## src/pcscs_defines.svh

```systemverilog
/*
 * offsets, field positions, reset values and timing counts of the
 * 100 Mb/s pcs configuration and status register bank.
 * assumes: included by bare name by the package and the modules.
 */
`ifndef PCSCS_DEFINES_SVH
`define PCSCS_DEFINES_SVH

// register indices; byte address is four times the index
`define PCSCS_IDX_PAGESEL 10'h013
`define PCSCS_IDX_CFG 10'h016
`define PCSCS_IDX_STATUS 10'h020
`define PCSCS_PAGED_LO 10'h014
`define PCSCS_PAGED_HI 10'h01f
`define PCSCS_PAGE_EXT0 3'h0

// configuration field positions
`define PCSCS_B_XOVER 15
`define PCSCS_B_FREE_CLK 11
`define PCSCS_B_SILENT 10
`define PCSCS_B_SD_OVR 9
`define PCSCS_B_HOLD 8
`define PCSCS_B_DESC_LONG 7
`define PCSCS_B_FIBER 6
`define PCSCS_B_FORCE100 5
`define PCSCS_B_FAR_FAULT 3
`define PCSCS_B_NRZI_SKIP 2
`define PCSCS_B_TX_SKIP 1
`define PCSCS_B_RX_SKIP 0

// reset value, writable bits, strap-driven bits
`define PCSCS_CFG_RESET 16'h0100
`define PCSCS_CFG_WMASK 16'hffef
`define PCSCS_CFG_STRAP 16'h004b

// timing: clock rate and times in their own units
`define PCSCS_CLK_MHZ 250
`define PCSCS_DESC_SHORT_NS 722000
`define PCSCS_DESC_LONG_NS 2000000
`define PCSCS_XOVER_NS 100000
`define PCSCS_WD_W 20
`define PCSCS_XCNT_W 24

`endif

```

## src/pcscs_pkg.sv

```systemverilog
/*
 * types of the pcs configuration and status register bank: link state
 * enum and the state structs of both modules.
 * assumes: pcscs_defines.svh sets the counter widths.
 */
`include "pcscs_defines.svh"

package pcscs_pkg;

    // link qualification state, one-hot
    typedef enum logic [1:0] {
        PCSCS_LINK_DOWN = 2'b01,
        PCSCS_LINK_UP = 2'b10
    } pcscs_link_e;

    // whole state of the register bank
    typedef struct packed {
        logic [15:0] cfg;
        logic [2:0] page;
        pcscs_link_e link;
        logic [`PCSCS_XCNT_W-1:0] xcnt;
        logic mdix;
        logic fiber_act;
        logic strap_done;
        logic sd_out;
        logic force_out;
        logic [31:0] rdata;
        logic err;
    } pcscs_regs_s;

    // whole state of the descrambler watchdog
    typedef struct packed {
        logic [`PCSCS_WD_W-1:0] cnt;
        logic expired;
    } pcscs_wdog_s;

endpackage

```

## src/pcscs_regs.sv

```systemverilog
/*
 * 100 mb/s pcs configuration and status register bank behind an apb
 * slave, with the datapath controls, link qualification, forced-mode
 * crossover and the descrambler timeout watchdog.
 * assumes: all inputs synchronous to clk_i; the fiber strap is stable
 * around reset release; soft reset arrives as a one-cycle pulse.
 */
// Function
// - crossover bit toggles pair assignment while speed and mdix are forced and link is down
// - bit 11 set gives free-running receive clock, else phase aligned
// - bit 10 set puts the 100 mb/s transmitter in silent mode
// - bit 9 set forces signal detect active
// - hold bit one: link survives lock loss while signal stays valid
// - hold bit zero: link drops on signal loss or lock loss
// - descrambler timeout 722 us, or 2 ms with bit 7 set
// - bit 6 enables fiber mode at the next soft reset, reset value from fiber strap
// - bit 5 forces good 100 mb/s link, ORed with mac input
// - bit 4 reads zero and ignores writes
// - bit 3 enables far-end fault indication, strap sets it
// - bit 2 bypasses nrzi coding, reset zero
// - bit 1 skips transmit scrambler, strap sets it
// - bit 0 skips receive descrambler, strap sets it
// - paged addresses 0x14-0x1f follow page select; page 0 holds this
`timescale 1ns/1ps
`include "pcscs_defines.svh"

module pcscs_regs #(
    parameter int DESC_SHORT_CYC =
        `PCSCS_DESC_SHORT_NS * `PCSCS_CLK_MHZ / 1000,
    parameter int DESC_LONG_CYC =
        `PCSCS_DESC_LONG_NS * `PCSCS_CLK_MHZ / 1000,
    parameter int XOVER_CYC = `PCSCS_XOVER_NS * `PCSCS_CLK_MHZ / 1000
) (
    input wire logic clk_i,
    input wire logic sys_rst_i,
    // apb slave
    input wire logic psel_i,
    input wire logic penable_i,
    input wire logic pwrite_i,
    input wire logic [11:0] paddr_i,
    input wire logic [31:0] pwdata_i,
    input wire logic [3:0] pstrb_i,
    output logic [31:0] prdata_o,
    output logic pready_o,
    output logic pslverr_o,
    // strap and neighbouring control state
    input wire logic fiber_strap_i,
    input wire logic soft_reset_i,
    input wire logic autoneg_enable_i,
    input wire logic auto_mdix_enable_i,
    input wire logic mac_side_link_force_input_i,
    // receive-side status from the pma and descrambler
    input wire logic signal_level_valid_i,
    input wire logic descr_lock_i,
    input wire logic descr_idle_seen_i,
    // datapath controls
    output logic mdix_select_o,
    output logic rx_clk_free_run_o,
    output logic tx_silent_mode_enable_o,
    output logic signal_detect_o,
    output logic descrambler_timeout_long_o,
    output logic fiber_mode_enable_o,
    output logic force_100_link_o,
    output logic far_fault_indication_enable_o,
    output logic nrzi_bypass_o,
    output logic tx_whitening_skip_o,
    output logic rx_dewhitening_skip_o,
    output logic link_up_o
);

    localparam logic [`PCSCS_XCNT_W-1:0] XOVER_LIM =
        `PCSCS_XCNT_W'(XOVER_CYC - 1);

    // refuse a crossover period the counter cannot hold
    if (XOVER_CYC < 1 || XOVER_CYC >= (1 << `PCSCS_XCNT_W))
    begin : g_bad_xover
        $error("crossover period out of counter range");
    end

    pcscs_pkg::pcscs_regs_s st_ff;
    pcscs_pkg::pcscs_regs_s nxt_st;
    logic desc_expired;
    logic eff_lock;
    logic sd_level;
    logic setup;
    logic wr_acc;
    logic [9:0] idx;

    // word index of an aligned byte address, all ones when misaligned
    function automatic logic [9:0] word_index(input logic [11:0] a);
        word_index = (a[1:0] == 2'b00) ? a[11:2] : 10'h3ff;
    endfunction

    // true when the index is served at the present page
    function automatic logic hit(input logic [9:0] i,
                                 input logic [2:0] pg);
        logic paged;
        paged = (i >= `PCSCS_PAGED_LO) && (i <= `PCSCS_PAGED_HI);
        if (i == `PCSCS_IDX_PAGESEL || i == `PCSCS_IDX_STATUS) begin
            hit = 1'b1;
        end else if (i == `PCSCS_IDX_CFG) begin
            hit = paged && (pg == `PCSCS_PAGE_EXT0);
        end else begin
            hit = 1'b0;
        end
    endfunction

    // byte-lane merge of a write into a 16-bit register
    function automatic logic [15:0] merge(input logic [15:0] old,
                                          input logic [31:0] wd,
                                          input logic [3:0] strb,
                                          input logic [15:0] wmask);
        logic [15:0] lanes;
        lanes = {{8{strb[1]}}, {8{strb[0]}}} & wmask;
        merge = (old & ~lanes) | (wd[15:0] & lanes);
    endfunction

    pcscs_desc_wdog #(
        .SHORT_CYC(DESC_SHORT_CYC),
        .LONG_CYC(DESC_LONG_CYC)
    ) u_wdog (
        .clk_i(clk_i),
        .sys_rst_i(sys_rst_i),
        .lock_i(descr_lock_i),
        .idle_seen_i(descr_idle_seen_i),
        .long_i(st_ff.cfg[`PCSCS_B_DESC_LONG]),
        .expired_o(desc_expired)
    );

    // lock as the link sees it, signal level with its override
    assign eff_lock = descr_lock_i & ~desc_expired;
    assign sd_level = signal_level_valid_i |
                      st_ff.cfg[`PCSCS_B_SD_OVR];
    assign idx = word_index(paddr_i);
    assign setup = psel_i & ~penable_i;
    assign wr_acc = psel_i & penable_i & pwrite_i & ~st_ff.err;

    // next state: bus, strap capture, link, crossover, outputs
    always_comb begin
        nxt_st = st_ff;

        // read data and error decided in setup, held through access
        if (setup) begin
            nxt_st.err = ~hit(idx, st_ff.page);
            nxt_st.rdata = 32'h0000_0000;
            if (pwrite_i) begin
                nxt_st.rdata = 32'h0000_0000;
            end else if (idx == `PCSCS_IDX_PAGESEL) begin
                nxt_st.rdata = {29'h0, st_ff.page};
            end else if (idx == `PCSCS_IDX_STATUS) begin
                nxt_st.rdata = {26'h0, st_ff.fiber_act, desc_expired,
                                eff_lock, sd_level, st_ff.mdix,
                                st_ff.link == pcscs_pkg::PCSCS_LINK_UP};
            end else if (hit(idx, st_ff.page)) begin
                nxt_st.rdata = {16'h0, st_ff.cfg};
            end
        end

        // writes land at the access edge; strobed bits other than cfg bit 4 stored as written
        if (wr_acc && idx == `PCSCS_IDX_PAGESEL && pstrb_i[0]) begin
            nxt_st.page = pwdata_i[2:0];
        end
        if (wr_acc && idx == `PCSCS_IDX_CFG) begin
            nxt_st.cfg = merge(st_ff.cfg, pwdata_i, pstrb_i,
                               `PCSCS_CFG_WMASK);
        end

        // strap is caught on the first edge after reset release, so
        // the asynchronous reset itself loads constants only
        if (!st_ff.strap_done) begin
            nxt_st.strap_done = 1'b1;
            nxt_st.cfg = (`PCSCS_CFG_RESET & ~`PCSCS_CFG_STRAP) |
                         ({16{fiber_strap_i}} &
                          `PCSCS_CFG_STRAP);
            nxt_st.fiber_act = fiber_strap_i;
        end else if (soft_reset_i) begin
            // fiber mode is a media change, applied only on soft reset
            nxt_st.fiber_act = st_ff.cfg[`PCSCS_B_FIBER];
        end

        // link qualification
        case (st_ff.link)
            pcscs_pkg::PCSCS_LINK_DOWN: begin
                if (sd_level && eff_lock) begin
                    nxt_st.link = pcscs_pkg::PCSCS_LINK_UP;
                end
            end
            pcscs_pkg::PCSCS_LINK_UP: begin
                if (!sd_level) begin
                    nxt_st.link = pcscs_pkg::PCSCS_LINK_DOWN;
                end else if (!st_ff.cfg[`PCSCS_B_HOLD] && !eff_lock) begin
                    nxt_st.link = pcscs_pkg::PCSCS_LINK_DOWN;
                end
            end
            default: begin
                nxt_st.link = pcscs_pkg::PCSCS_LINK_DOWN;
            end
        endcase

        // crossover hunt only while forced, link down; hold once up
        if (st_ff.cfg[`PCSCS_B_XOVER] && !autoneg_enable_i &&
            !auto_mdix_enable_i &&
            st_ff.link == pcscs_pkg::PCSCS_LINK_DOWN) begin
            if (st_ff.xcnt >= XOVER_LIM) begin
                nxt_st.xcnt = '0;
                nxt_st.mdix = ~st_ff.mdix;
            end else begin
                nxt_st.xcnt = st_ff.xcnt + `PCSCS_XCNT_W'(1);
            end
        end else if (!st_ff.cfg[`PCSCS_B_XOVER]) begin
            nxt_st.xcnt = '0;
            nxt_st.mdix = 1'b0;
        end else begin
            nxt_st.xcnt = '0;
        end

        // registered versions of the combined indications
        nxt_st.sd_out = sd_level;
        nxt_st.force_out = st_ff.cfg[`PCSCS_B_FORCE100] |
                           mac_side_link_force_input_i;
    end

    // whole state in one register; constants only under reset
    always_ff @(posedge clk_i or posedge sys_rst_i) begin
        if (sys_rst_i) begin
            st_ff <= '{cfg: `PCSCS_CFG_RESET,
                       page: `PCSCS_PAGE_EXT0,
                       link: pcscs_pkg::PCSCS_LINK_DOWN,
                       xcnt: '0,
                       mdix: 1'b0,
                       fiber_act: 1'b0,
                       strap_done: 1'b0,
                       sd_out: 1'b0,
                       force_out: 1'b0,
                       rdata: 32'h0000_0000,
                       err: 1'b0};
        end else begin
            st_ff <= nxt_st;
        end
    end

    // zero wait state slave; data and error come from flops
    assign pready_o = 1'b1;
    assign prdata_o = st_ff.rdata;
    assign pslverr_o = psel_i & penable_i & st_ff.err;

    // datapath controls straight from the register, no added delay
    assign mdix_select_o = st_ff.mdix;
    assign rx_clk_free_run_o = st_ff.cfg[`PCSCS_B_FREE_CLK];
    assign tx_silent_mode_enable_o = st_ff.cfg[`PCSCS_B_SILENT];
    assign signal_detect_o = st_ff.sd_out;
    assign descrambler_timeout_long_o =
        st_ff.cfg[`PCSCS_B_DESC_LONG];
    assign fiber_mode_enable_o = st_ff.fiber_act;
    assign force_100_link_o = st_ff.force_out;
    assign far_fault_indication_enable_o =
        st_ff.cfg[`PCSCS_B_FAR_FAULT];
    assign nrzi_bypass_o = st_ff.cfg[`PCSCS_B_NRZI_SKIP];
    assign tx_whitening_skip_o = st_ff.cfg[`PCSCS_B_TX_SKIP];
    assign rx_dewhitening_skip_o = st_ff.cfg[`PCSCS_B_RX_SKIP];
    // all controls above are flops; the cfg bits update at the write edge
    assign link_up_o = (st_ff.link == pcscs_pkg::PCSCS_LINK_UP) |
                       st_ff.force_out;

endmodule

```

## src/pcscs_desc_wdog.sv

```systemverilog
/*
 * descrambler lock watchdog: flags loss of lock when no idle is seen
 * within the selected timeout.
 * assumes: inputs synchronous to clk_i; limits fit the counter width.
 */
`timescale 1ns/1ps
`include "pcscs_defines.svh"

module pcscs_desc_wdog #(
    parameter int SHORT_CYC = 180500,
    parameter int LONG_CYC = 500000
) (
    input wire logic clk_i,
    input wire logic sys_rst_i,
    input wire logic lock_i,
    input wire logic idle_seen_i,
    input wire logic long_i,
    output logic expired_o
);

    localparam logic [`PCSCS_WD_W-1:0] SHORT_LIM =
        `PCSCS_WD_W'(SHORT_CYC - 1);
    localparam logic [`PCSCS_WD_W-1:0] LONG_LIM =
        `PCSCS_WD_W'(LONG_CYC - 1);

    // refuse a long limit the counter cannot reach and any limit below one
    if (LONG_CYC >= (1 << `PCSCS_WD_W) || SHORT_CYC < 1 ||
        LONG_CYC < 1) begin : g_bad_limit
        $error("watchdog limit out of counter range");
    end

    pcscs_pkg::pcscs_wdog_s st_ff;
    pcscs_pkg::pcscs_wdog_s nxt_st;
    logic [`PCSCS_WD_W-1:0] lim;

    // timer restarts on every idle; expiry holds until lock drops
    always_comb begin
        nxt_st = st_ff;
        lim = long_i ? LONG_LIM : SHORT_LIM;
        if (!lock_i) begin
            nxt_st.cnt = '0;
            nxt_st.expired = 1'b0;
        end else if (idle_seen_i) begin
            nxt_st.cnt = '0;
        end else if (st_ff.cnt >= lim) begin
            nxt_st.expired = 1'b1;
        end else begin
            nxt_st.cnt = st_ff.cnt + `PCSCS_WD_W'(1);
        end
    end

    always_ff @(posedge clk_i or posedge sys_rst_i) begin
        if (sys_rst_i) begin
            st_ff <= '0;
        end else begin
            st_ff <= nxt_st;
        end
    end

    assign expired_o = st_ff.expired;

endmodule

```

## config.mk

```make
export PLATFORM = sky130hd
export DESIGN_NAME = pcscs_regs
export DESIGN_NICKNAME = d
export VERILOG_FILES = /design/src/pcscs_pkg.sv /design/src/pcscs_regs.sv /design/src/pcscs_desc_wdog.sv
export VERILOG_INCLUDE_DIRS = /design/src
export SDC_FILE = /design/constraint.sdc
export NUM_CORES = 1
export LEC_CHECK = 0
export ABC_AREA = 1
export BUFFER_PORTS_ARGS = -buffer_cell sky130_fd_sc_hd__buf_2
export CAP_MARGIN = 30
export CORE_ASPECT_RATIO = 1.5
export CORE_MARGIN = 5
export CORE_UTILIZATION = 48
export CTS_CLUSTER_SIZE = 30
export DETAILED_ROUTE_END_ITERATION = 16
export HOLD_SLACK_MARGIN = 0.02
export PLACE_DENSITY = 0.72
export SETUP_SLACK_MARGIN = 0.2
export SLEW_MARGIN = 20
export SYNTH_ARGS = -nofsm -noshare
export SYNTH_HDL_FRONTEND = slang
export SYNTH_SLANG_ARGS = --single-unit
```

## constraint.sdc

```tcl
create_clock -name clk_i -period 8.08 [get_ports clk_i]
set_input_delay 1.212 -clock clk_i [delete_from_list [all_inputs] [get_ports clk_i]]
set_output_delay 1.212 -clock clk_i [all_outputs]
set_load 0.02 [all_outputs]
```

==> summary.md <==
| Metric | Value |
|---|---|
| Max stage delay on crit path | `between 0.15 and 0.2 ns` |
| Asr flop ratio synth | `1.00` |
| Resized cells post-CTS | `0` |
| Die Y-Extent | `134 um` |
| Layout Cells excl Fill | `~840` |
| Critical path depth | `4` |
| Drt total wl | `~11 mm` |
| First-pass GRT wire length | `between 15 and 20 mm` |
| Nets | `791` |
| Tightest Pin Transition | `around 0.73 ns` |
| DR DRC count | `0` |
| Post-Synth Adder-Cell Area | `0.0202` |
| Max cap viols | `0` |
| Peak supply drop | `0.106 mV` |
| Setup violators final | `0` |
| Fin Clk Skew | `~0.0066 ns` |
| Synth top area share | `0.429` |
| CP max stage cell | `buf_2` |
| Largest area contributor in the netlist | `dfrtp_1` |
| Buf+Inv Stages, Crit Path | `2` |
| Num ports | `between 100 and 150` |
| Clk Latency, worst-skew pair | `roughly 0.33 ns` |
| Most common library cell in the layout ignoring fill and taps | `nand2_1` |
| Placed cell count | `around 830` |
| Yosys warning count | `0` |
| Clock buffer depth | `2` |
| CP Cell Sequence | `buf_2 -> nand2_1 -> nor2_1 -> buf_2` |
| # Post-CTS Setup Buffers | `0` |
| HPWL Detailed | `around 8.5 mm` |
| Biggest register | `st_ff` |
| Fin crit share | `0.350` |
| Synth unique cells | `38` |
| CTS root buf | `clkbuf_16` |
| Hold Path Depth | `1` |
| Seq. cell area | `around 0.0022 mm2` |
| Initial DRC Count | `approximately 240` |
| Hold-fix buffers, CTS | `0` |
| Layout cells sized above 1 | `0.154` |
| Unrepaired setup endpoints after global routing | `no` |
| Avg Cell Area, Syn | `roughly 7.5 um2` |
| Vias | `~4400` |
| Part of the Yosys area used for sequential elements | `0.440` |
| CTS buffer count | `9` |
| Crit path time final | `~2.8 ns` |
| H-tree level count | `3` |
| Pre-Repair DR Iteration Count | `6` |
| Largest family of logic cells by synthesized area | `simple AND/OR/NAND/NOR gates` |
| Worst Hold Class | `register to register` |
| Synth Area in Simple Gates | `0.338` |
| ANT nets after route | `0` |
| Antenna violations before repair | `0` |
| Hold Vio Cnt, Final | `0` |
| Status | `finished clean` |
| # clock sinks | `87` |
| Syn Std Cell Area | `between 0.004 and 0.005 mm2` |
| Vias in the first global route | `roughly 4200` |
| Number of synthesized flops with an enable pin | `0` |
| Die area | `roughly 0.012 mm2` |
| Vias per cell | `around 5.2` |
| Critical path endpoint category | `primary output` |
| Total grt overflow | `0` |
| CP most frequent cell | `buf_2` |
| Synth Area in XOR/XNOR | `0.0212` |
| Global placer's final weighted congestion | `0.920` |
| Area Growth Syn to Fin | `11.9%` |
| Fill count | `just under 1000` |
| Pleak | `2.82 nW` |
| Slew headroom | `0.513` |
| Core region area | `between 0.01 and 0.015 mm2` |
| CP top delay family | `buffers and inverters` |
| Commonest non-fill, non-tap cells in the layout | `178 x nand2_1, 88 x nor2_1, 85 x dfrtp_1` |
| Largest net degree at the start of global routing | `54` |
| Crit path DAT | `1.61 ns` |
| Fin. max-slew vios | `0` |
| FF+latch count, synth | `87` |
| Pwr Density | `approximately 170 mW/mm2` |
| Gate Count Post-Synth | `between 600 and 700` |
| Largest cells by area after synthesis | `dfrtp_1 43%, nand2_1 13%, nor2_1 6.7%` |
| I/O Buffers | `70` |
| Number of flip-flops in the largest register | `39` |
| Most common flop cell mapped by yosys | `dfrtp_1` |
| Antenna Cells | `0` |
| CTS tree | `built` |
| Rows | `45` |
| Critical path class | `primary input to primary output` |
| CTS clk-pin slew, worst paths | `~0.060 ns` |
| Startpoint Class | `primary input` |
| Die W | `just over 90 um` |
| Initial Utilization | `0.489` |
| GRT Util Overall | `0.190` |
| Max FO, Critical Path | `3` |
| Area occupied by multi-input gates | `between 0.002 and 0.0025 mm2` |
| Drt wl/cell | `between 10 and 15 um` |
| Achievable Freq | `approximately 350 MHz` |
| Compound-Gate Fraction of Synth Area | `0.0530` |
| Setup TNS | `0 ns` |
| Mux share of post-synthesis cell area | `0.00884` |
| FF-to-FF path depth | `8` |
| CP required | `slightly below 7 ns` |
-- logic make-up after synthesis --
logic type | Yosys count
and+or+nand+nor | 382
buffers and inverters | 115
DFF | 87
AOI/OAI and AO/OA | 49
xor gates and xnor gates | 12
adders and majority gates | 8
muxes | 4
other | 2
-- report_power, final --
group          internal [mW]  total (mW)  leakage, nW  switching (mW)
logic                 0.0291      0.0949         1.54          0.0659
registers              0.455       0.468         1.15          0.0129
clock network          0.216       0.378        0.132           0.162
-- path summary, 6_finish.rpt --
kind	start	to	slack, ns
worst max-delay path	penable_i	pslverr_o	5.25
worst min-delay path	st_ff[38]	st_ff[38]	0.47
worst max register to register	descrambler_timeout_long_o	u_wdog.expired_o	5.55
worst min register to register	st_ff[38]	st_ff[38]	0.47
max in group asynchronous	sys_rst_i	st_ff[62]	6.43
min in group asynchronous	sys_rst_i	st_ff[40]	0.98
-- Yosys cell counts (all sizes together) (2+ instances only) --
master	instances
buf	38
mux2	3
nor2	91
nor4	7
o31ai	2
xnor2	3
inv	69
dfstp	2
nor3	17
nand4	10
dfrtp	85
nor3b	2
clkbuf	8
o211ai	3
or2	3
nand2	182
a21oi	21
ha	8
nand3	68
xor2	9
conb	2
o21ai	21
-- final cells by class --
class                      instances  area share
clock buffer                      11      0.0438
clock inverter                     5     0.00609
inverter                          69      0.0470
multi-input combinational        482       0.413
sequential                        87       0.393
tap                              117      0.0264
timing repair buffer              73      0.0709
-- per-layer routing --
metal | share of wire | global-route usage | vias up | wire (um)
met1 | 0.39 | 0.222 | 2086 | 4520
met3 | 0.054 | 0.0415 | 24 | 624
li1 | - | - | 2181 | -
met4 | 0.020 | 0.0701 | 0 | 227
met5 | 0 | 0 | - | 0
met2 | 0.53 | 0.337 | 116 | 6100
-- per-stage QoR --
stage | hold slack [ns] | instance area (um2) | worst slack (ns) | total power [mW] | utilization
floorplan | 0.423 | 5050 | 4.62 | 0.541 | -
global placement | 0.438 | 5240 | 5.28 | 0.566 | 0.517
detailed placement | 0.460 | 5270 | 5.25 | 0.571 | 0.520
CTS | 0.470 | 5540 | 5.25 | 0.951 | 0.547
global route | 0.490 | 5540 | 5.20 | 0.987 | 0.547
finish | 0.465 | 5540 | 5.25 | 0.941 | 0.547
Power figures use the tool's default switching activity.
